<file path="config.mk">
export PLATFORM = sky130hd
export DESIGN_NAME = mtxr_regs
export DESIGN_NICKNAME = d
export VERILOG_FILES = /design/src/rtl/mtxr_pkg.sv /design/src/rtl/mtxr_regs.sv
export SDC_FILE = /design/constraint.sdc
export NUM_CORES = 1
export LEC_CHECK = 0
export BUFFER_PORTS_ARGS = -buffer_cell sky130_fd_sc_hd__buf_2
export CORE_ASPECT_RATIO = 1.75
export CORE_MARGIN = 1.5
export CORE_UTILIZATION = 53
export DETAILED_ROUTE_END_ITERATION = 10
export HOLD_SLACK_MARGIN = 0.06
export PLACE_DENSITY = 0.79
export SLEW_MARGIN = 20
export SYNTH_ARGS = -nofsm -noshare
export SYNTH_HDL_FRONTEND = slang
export SYNTH_SLANG_ARGS = --single-unit
</file>
<file path="constraint.sdc">
create_clock -name mclk -period 2.1 [get_ports mclk]
set_clock_uncertainty 0.05 [all_clocks]
set_input_delay 0.63 -clock mclk [delete_from_list [all_inputs] [get_ports mclk]]
set_output_delay 0.63 -clock mclk [all_outputs]
set_load 0.05 [all_outputs]
</file>
<file path="src/rtl/mtxr_pkg.sv">
package mtxr_pkg;

  localparam logic [7:0] ADDR_ALIGN = 8'h23;
  localparam logic [7:0] ADDR_TXRES = 8'h24;
  localparam logic [7:0] ADDR_BCON = 8'h25;
  localparam logic [7:0] ADDR_GATE = 8'h26;
  localparam logic [7:0] ADDR_TURN = 8'h27;
  localparam logic [7:0] ADDR_HSL = 8'h28;
  localparam logic [7:0] ADDR_HSH = 8'h29;
  localparam logic [7:0] ADDR_SRST = 8'h2a;
  localparam logic [7:0] ADDR_CIPH = 8'h2c;
  localparam logic [7:0] ADDR_SETTLE = 8'h2e;

  localparam logic [7:0] RST_ALIGN = 8'h00;
  localparam logic [1:0] RST_AVG = 2'h3;
  localparam logic [3:0] RST_TURN = 4'h4;
  localparam logic [3:0] TURN_LOW_NIB = 4'h8;
  localparam logic [3:0] TURN_MIN = 4'h2;
  localparam logic [3:0] RST_SETTLE = 4'h7;
  localparam logic [3:0] RST_SIFS = 4'h5;
  localparam logic [2:0] RST_SUITE = 3'h0;

  // Field positions
  localparam int BIT_MASK = 7;
  localparam int BIT_CAUSE = 6;
  localparam int POS_AVG = 4;
  localparam int BIT_SLOT_QUEUE_CLOCK_ON = 3;
  localparam int POS_TURN = 4;
  localparam int BIT_PWR = 2;
  localparam int BIT_BB = 1;
  localparam int BIT_MAC = 0;
  localparam int BIT_SKIP = 7;
  localparam int BIT_GO = 6;
  localparam int POS_RXS = 3;
  localparam int POS_TXS = 0;

  // Timing: symbol 16 us, half-symbol tick 8 us
  localparam int CLK_NS = 10;
  localparam int SYMBOL_US = 16;
  localparam int HALF_SYM_US = 8;
  localparam int SYMBOL_CYC = SYMBOL_US * 1000 / CLK_NS;
  localparam int HALF_SYM_CYC = HALF_SYM_US * 1000 / CLK_NS;

  typedef struct packed {
    logic [1:0] retries;
    logic busy;
    logic short2;
    logic short1;
    logic fail2;
    logic fail1;
    logic failn;
  } mtxr_stat_s;

  typedef enum logic [1:0] {
    MTXR_Q_NORMAL = 2'b00,
    MTXR_Q_SLOT1 = 2'b01,
    MTXR_Q_SLOT2 = 2'b10
  } mtxr_queue_e;

  typedef struct packed {
    logic done;
    logic [1:0] queue;
    logic [1:0] retries;
    logic busy;
    logic short_time;
    logic retry_fail;
  } mtxr_txdone_s;

  typedef enum logic [1:0] {
    MTXR_AVG_1 = 2'b00,
    MTXR_AVG_2 = 2'b01,
    MTXR_AVG_4 = 2'b10,
    MTXR_AVG_8 = 2'b11
  } mtxr_avg_e;

endpackage : mtxr_pkg

</file>
<file path="src/rtl/mtxr_regs.sv">
`timescale 1ns/100ps
// What this block does
// 8-bit RW superframe offset, reset zero, advised value 0x15.
// Top two read-only status bits give retries of last normal transmission.
// Channel busy flag one for busy, zero for idle on last transmission.
// Per slot queue, flag one when slot time ran short, zero on success.
// Release fail flags for slot two, slot one, normal queue; one on retry excess.
// Beacon queue interrupt suppressed while mask bit one; mask resets zero.
// Read-only wake cause bit: one beacon start, zero wake-up.
// 2-bit averaging depth: 11=8, 10=4, 01=2, 00=1 symbols; reset 11.
// Slot queue clock runs only while gate bit one; resets zero.
// 4-bit turnaround in symbols, reset 0x4, never below 0x2.
// Software makes turnaround plus settle total 12 symbols.
// Software keeps turnaround register low nibble at 0x8.
// 16-bit RW half-symbol timer in two bytes, 8 us unit, reset zero.
// Writing one to power reset bit pulses reset, bit self-clears.
// Writing one to baseband reset bit pulses reset, bit self-clears.
// Writing one to MAC reset bit pulses reset, bit self-clears.
// Write-only decrypt skip bit, one skips decryption of received frame.
// Write-only decrypt start bit, one starts decryption of received frame.
// 3-bit receive suite select, same coding, reset none.
// 3-bit normal transmit suite in low bits, reset none.
// Oscillator settle field in symbols, reset 0x7, advised 0x9.
// Busy updates on each completed attempt, other status fields only on completions of their own queue; all hold until next.
module mtxr_regs (
  input wire logic mclk,
  input wire logic nrst,
  input wire logic [7:0] reg_addr,
  input wire logic [7:0] reg_wdata,
  input wire logic reg_wr,
  input wire logic reg_rd,
  output logic [7:0] reg_rdata,
  input wire mtxr_pkg::mtxr_txdone_s tx_done,
  input wire logic wake_alert_irq,
  input wire logic wake_from_beacon,
  input wire logic beacon_tx_irq,
  output logic beacon_irq_out,
  output logic [7:0] superframe_align_reg,
  output mtxr_pkg::mtxr_avg_e signal_avg_depth,
  output logic slot_queue_clock_on,
  output logic [3:0] turnaround_symbols,
  output logic [3:0] osc_settle_period,
  output logic [15:0] half_symbol_count,
  output logic half_symbol_tick,
  output logic power_mgmt_reset,
  output logic baseband_reset,
  output logic mac_core_reset,
  output logic rx_decrypt_skip,
  output logic rx_decrypt_go,
  output logic [2:0] rx_suite_select,
  output logic [2:0] tx_normal_suite_select
);

  logic [7:0] align_q;
  mtxr_pkg::mtxr_stat_s stat_q;
  logic mask_q;
  logic cause_q;
  logic [1:0] avg_q;
  logic gts_q;
  logic [3:0] turn_q;
  logic [3:0] settle_q;
  logic [3:0] sifs_q;
  logic [15:0] hst_q;
  logic [2:0] srst_q;
  logic skip_q;
  logic go_q;
  logic [2:0] rxs_q;
  logic [2:0] txs_q;
  logic [7:0] rdata_q;
  logic birq_q;
  logic [9:0] tick_cnt_q;
  logic tick_q;

  ////////////////////////////////////////////////////////////////////////
  // Writable configuration

  always_ff @(posedge mclk) begin
    if (!nrst) begin
      align_q <= mtxr_pkg::RST_ALIGN;
    end else if (reg_wr && reg_addr == mtxr_pkg::ADDR_ALIGN) begin
      align_q <= reg_wdata;
    end
  end

  always_ff @(posedge mclk) begin
    if (!nrst) begin
      mask_q <= 1'b0;
      avg_q <= mtxr_pkg::RST_AVG;
    end else if (reg_wr && reg_addr == mtxr_pkg::ADDR_BCON) begin
      mask_q <= reg_wdata[mtxr_pkg::BIT_MASK];
      avg_q <= reg_wdata[mtxr_pkg::POS_AVG +: 2];
    end
  end

  always_ff @(posedge mclk) begin
    if (!nrst) begin
      gts_q <= 1'b0;
    end else if (reg_wr && reg_addr == mtxr_pkg::ADDR_GATE) begin
      gts_q <= reg_wdata[mtxr_pkg::BIT_SLOT_QUEUE_CLOCK_ON];
    end
  end

  // Values below the minimum are clamped up to it
  always_ff @(posedge mclk) begin
    if (!nrst) begin
      turn_q <= mtxr_pkg::RST_TURN;
    end else if (reg_wr && reg_addr == mtxr_pkg::ADDR_TURN) begin
      if (reg_wdata[mtxr_pkg::POS_TURN +: 4] < mtxr_pkg::TURN_MIN) begin
        turn_q <= mtxr_pkg::TURN_MIN;
      end else begin
        turn_q <= reg_wdata[mtxr_pkg::POS_TURN +: 4];
      end
    end
  end

  always_ff @(posedge mclk) begin
    if (!nrst) begin
      settle_q <= mtxr_pkg::RST_SETTLE;
      sifs_q <= mtxr_pkg::RST_SIFS;
    end else if (reg_wr && reg_addr == mtxr_pkg::ADDR_SETTLE) begin
      settle_q <= reg_wdata[7:4];
      sifs_q <= reg_wdata[3:0];
    end
  end

  always_ff @(posedge mclk) begin
    if (!nrst) begin
      hst_q <= 16'h0000;
    end else if (reg_wr && reg_addr == mtxr_pkg::ADDR_HSL) begin
      hst_q[7:0] <= reg_wdata;
    end else if (reg_wr && reg_addr == mtxr_pkg::ADDR_HSH) begin
      hst_q[15:8] <= reg_wdata;
    end
  end

  // Free-running 8 us tick for the half-symbol timer consumer
  always_ff @(posedge mclk) begin
    if (!nrst) begin
      tick_cnt_q <= 10'h000;
      tick_q <= 1'b0;
    end else if (tick_cnt_q == 10'(mtxr_pkg::HALF_SYM_CYC - 1)) begin
      tick_cnt_q <= 10'h000;
      tick_q <= 1'b1;
    end else begin
      tick_cnt_q <= tick_cnt_q + 10'h001;
      tick_q <= 1'b0;
    end
  end

  ////////////////////////////////////////////////////////////////////////
  // Self-clearing strobes: one cycle high per written one

  always_ff @(posedge mclk) begin
    if (!nrst) begin
      srst_q <= 3'h0;
    end else if (reg_wr && reg_addr == mtxr_pkg::ADDR_SRST) begin
      srst_q <= reg_wdata[2:0];
    end else begin
      srst_q <= 3'h0;
    end
  end

  always_ff @(posedge mclk) begin
    if (!nrst) begin
      skip_q <= 1'b0;
      go_q <= 1'b0;
      rxs_q <= mtxr_pkg::RST_SUITE;
      txs_q <= mtxr_pkg::RST_SUITE;
    end else if (reg_wr && reg_addr == mtxr_pkg::ADDR_CIPH) begin
      skip_q <= reg_wdata[mtxr_pkg::BIT_SKIP];
      go_q <= reg_wdata[mtxr_pkg::BIT_GO];
      rxs_q <= reg_wdata[mtxr_pkg::POS_RXS +: 3];
      txs_q <= reg_wdata[mtxr_pkg::POS_TXS +: 3];
    end else begin
      skip_q <= 1'b0;
      go_q <= 1'b0;
    end
  end

  ////////////////////////////////////////////////////////////////////////
  // Hardware status

  always_ff @(posedge mclk) begin
    if (!nrst) begin
      stat_q <= '0;
    end else if (tx_done.done) begin
      stat_q.busy <= tx_done.busy;
      case (tx_done.queue)
        mtxr_pkg::MTXR_Q_NORMAL: begin
          stat_q.retries <= tx_done.retries;
          stat_q.failn <= tx_done.retry_fail;
        end
        mtxr_pkg::MTXR_Q_SLOT1: begin
          stat_q.short1 <= tx_done.short_time;
          stat_q.fail1 <= tx_done.retry_fail;
        end
        mtxr_pkg::MTXR_Q_SLOT2: begin
          stat_q.short2 <= tx_done.short_time;
          stat_q.fail2 <= tx_done.retry_fail;
        end
        default: begin
        end
      endcase
    end
  end

  always_ff @(posedge mclk) begin
    if (!nrst) begin
      cause_q <= 1'b0;
    end else if (wake_alert_irq) begin
      cause_q <= wake_from_beacon;
    end
  end

  always_ff @(posedge mclk) begin
    if (!nrst) begin
      birq_q <= 1'b0;
    end else begin
      birq_q <= beacon_tx_irq && !mask_q;
    end
  end

  ////////////////////////////////////////////////////////////////////////
  // Read port

  always_ff @(posedge mclk) begin
    if (!nrst) begin
      rdata_q <= 8'h00;
    end else if (reg_rd) begin
      case (reg_addr)
        mtxr_pkg::ADDR_ALIGN: rdata_q <= align_q;
        mtxr_pkg::ADDR_TXRES: rdata_q <= stat_q;
        mtxr_pkg::ADDR_BCON: rdata_q <= {mask_q, cause_q, avg_q, 4'h0};
        mtxr_pkg::ADDR_GATE: rdata_q <= {4'h0, gts_q, 3'h0};
        mtxr_pkg::ADDR_TURN: rdata_q <= {turn_q, mtxr_pkg::TURN_LOW_NIB};
        mtxr_pkg::ADDR_HSL: rdata_q <= hst_q[7:0];
        mtxr_pkg::ADDR_HSH: rdata_q <= hst_q[15:8];
        mtxr_pkg::ADDR_SRST: rdata_q <= 8'h00;
        mtxr_pkg::ADDR_CIPH: rdata_q <= {2'h0, rxs_q, txs_q};
        mtxr_pkg::ADDR_SETTLE: rdata_q <= {settle_q, sifs_q};
        default: rdata_q <= 8'h00;
      endcase
    end else begin
      rdata_q <= 8'h00;
    end
  end

  assign reg_rdata = rdata_q;
  assign beacon_irq_out = birq_q;
  assign superframe_align_reg = align_q;
  assign signal_avg_depth = mtxr_pkg::mtxr_avg_e'(avg_q);
  assign slot_queue_clock_on = gts_q;
  assign turnaround_symbols = turn_q;
  assign osc_settle_period = settle_q;
  assign half_symbol_count = hst_q;
  assign half_symbol_tick = tick_q;
  assign power_mgmt_reset = srst_q[mtxr_pkg::BIT_PWR];
  assign baseband_reset = srst_q[mtxr_pkg::BIT_BB];
  assign mac_core_reset = srst_q[mtxr_pkg::BIT_MAC];
  assign rx_decrypt_skip = skip_q;
  assign rx_decrypt_go = go_q;
  assign rx_suite_select = rxs_q;
  assign tx_normal_suite_select = txs_q;
endmodule : mtxr_regs

</file>
==> summary.txt <==
Die
  – Die Wd: 64.59 um
  – Die Y-Extent: 110.8 um
  – Placement row count: 39
  – # IOs: 87
  – Initial Util: 0.5421
  – Core box area: 6490 um^2
  – Area of the die: 7156 um^2

Placement
  – Port bufs: 86
  – Placed cell count: 526
  – Placement Setup Slack: 0.02947 ns
  – Final GP Congestion: a little under 0.9
  – Post-DP HPWL: 6.564 mm

Layout
  – Share of cells above drive strength 1: 0.2926
  – Fillers: 529
  – Area delta synth->final: 21.80%
  – Max reg flops: 16
  – Antenna diodes: 0
  – Final non-filler cell total: 540
  – Fin nets: 487

CTS
  – H-tree levels: 3
  – Total CTS buffers: 9
  – TritonCTS clock tree: built
  – Post-CTS resize count: 0
  – Insertion delay to the later sink of the worst-skew pair: 0.34 ns
  – Cts hold-fix bufs: 0
  – Sink Count: 80
  – Root Driver: clkbuf_16
  – Maximum clock path buffer count: 2
  – Clk slew on worst S/H paths: approximately 0.050 ns
  – Postcts setup bufs: 0

Synthesis
  – Yosys warns: 0
  – Net Count, Synth: 399
  – Syn avg cell area: 9.587 um^2
  – Main flop type after synthesis: dfxtp_1
  – FFs w/ async S/R, synth: 0
  – Sequential share of the synthesized area: 0.4552
  – Unique masters post-synth: 52
  – Post-Syn Area: 3518 um^2
  – Post-synth EDFFs: 0
  – #FFs+latches synth: 80
  – Synth Instances: approximately 370

STA
  – Final hold viol count: 0
  – Fin. max-slew vios: 0
  – RSZ-0062 raised after global routing: false
  – Setup TNS: 0 ns
  – Final Critical Period: 1.734 ns
  – Fmax: 0.5766 GHz
  – Final period utilization: 0.8259
  – Setup ws final: 0.3656 ns
  – Setup-failing EPs final: 0
  – Worst-margin pin slew: 0.4144 ns
  – Slew margin rel.: 0.7237
  – Hold slack: 0.4115 ns

Outcome
  – Status: completed

Routing
  – Post-DRT Antenna Nets: 0
  – Via count: between 2000 and 3000
  – DR WL/cell: 16.14 um
  – Drt pass-1 iters: 4
  – Initial DRC Count: 164
  – # DRC: 0
  – Via/cell ratio: 5.530
  – Routed WL: 8.717 mm

Worst setup path
  – Crit end category: register
  – Type of origin of the critical path: primary input
  – CP max FO: 16
  – CP arrival: approximately 1.9 ns
  – Critical Path RT: 2.27 ns
  – Setup CP Type: in2reg

Pwr
  – Lkg Pwr: 2.014 nW
  – Design Power: 3.139 mW
  – Power Density: between 700 and 800 nW/um^2
  – Worst vdd rail ir drop: ~0.57 mV

Global route
  – Antenna violations before repair: 0
  – Largest net degree at the start of global routing: 29
  – GR Util All Layers: 0.2525
  – Vias in the first global route: 2894
  – First-pass GRT wire length: 13.81 mm
  – Total grt overflow: 0

Min path
  – Type of the worst min-delay path: reg2reg

Job
  – Max_cap viols: 0
## worst max-delay path: stages
cell and delay (ns):
buf_2 0.21, and2b_1 0.37, buf_4 0.20, nand4_4 0.23, nand3_1 0.19, o31ai_2 0.07
## report_power, final
group,total [mW],internal [mW],switching [mW]
clock,1.37,0.817,0.553
combinational,0.225,0.0847,0.141
sequential,1.54,1.53,0.00982
## layout make-up
class                           count  area, um^2  share of cell area
Clock inverter                      1       5.005            0.001168
Inverter                            7       26.28            0.006131
Timing Repair Buffer              101       555.5              0.1296
Clock buffer                       13       250.2             0.05839
Multi-Input combinational cell    256        1744              0.4070
Sequential cell                    80        1602              0.3737
Tap cell                           82       102.6             0.02394
## layout by cell type, fill, tap and decap left out, drive strengths merged, types with 3 or more instances in the layout
| cell type | Yosys | layout |
|---|---|---|
| inv | 7 | 7 |
| a22oi | 9 | 9 |
| nand3b | 4 | 4 |
| nor2 | 47 | 47 |
| nor2b | 5 | 5 |
| nand2 | 33 | 33 |
| and3 | 5 | 5 |
| nor3 | 4 | 4 |
| clkbuf | 6 | 13 |
| dfxtp | 80 | 80 |
| o31ai | 4 | 4 |
| a22o | 4 | 4 |
| nand3 | 21 | 21 |
| a21oi | 9 | 9 |
| mux2 | 7 | 7 |
| and2 | 3 | 3 |
| a221oi | 6 | 6 |
| a31oi | 6 | 6 |
| buf | 18 | 101 |
| nand4 | 7 | 7 |
| or2 | 3 | 3 |
| o21ai | 12 | 12 |
| xor2 | 5 | 5 |
| mux2i | 36 | 36 |
| xnor2 | 3 | 3 |
## final timing paths
| check | end | cells past startpoint | slack [ns] | from |
|---|---|---|---|---|
| hold reg to reg | tick_cnt_q[0] | 1 | 0.41 | tick_cnt_q[0] |
| setup reg to reg | tick_cnt_q[5] | 5 | 0.45 | tick_cnt_q[0] |
| hold / removal | tick_cnt_q[0] | 1 | 0.41 | tick_cnt_q[0] |
| setup / recovery | half_symbol_count[1] | 6 | 0.37 | reg_addr[3] |
## logic make-up after synthesis
kind of cell    count (synthesis)  synth area share
mux                            43            0.1248
compound gates                 58            0.1227
flops                          80            0.4552
simple gates                  146            0.2248
xor+xnor                        8           0.01992
buf+inv                        31           0.04907
fa+ha+maj                       1          0.003556
## layer usage
metal / share of wire / track usage
met4: 0.022 / 0.1305
met1: 0.40 / 0.2795
met3: 0.037 / 0.05685
met5: 0 / 0
met2: 0.54 / 0.4396
## through the flow
step                  util  instance area, um^2
floorplan                -                 3518
global placement    0.6210                 4030
detailed placement  0.6210                 4030
CTS                 0.6603                 4285
global route        0.6603                 4285
finish              0.6603                 4285
## synthesized netlist by cell type (all sizes together), types with 5 or more instances
cell / instances / area [um^2]
a21oi: 9 / 45.04
a221oi: 6 / 65.06
a22oi: 9 / 67.56
a31oi: 6 / 37.54
and3: 5 / 31.28
buf: 18 / 123.9
clkbuf: 6 / 22.52
dfxtp: 80 / 1602
inv: 7 / 26.28
mux2: 7 / 78.83
mux2i: 36 / 360.4
nand2: 33 / 123.9
nand3: 21 / 127.6
nand4: 7 / 73.82
nor2: 47 / 176.4
nor2b: 5 / 31.28
o21ai: 12 / 60.05
xor2: 5 / 43.79
No activity file was read; power rests on OpenSTA's default activity.
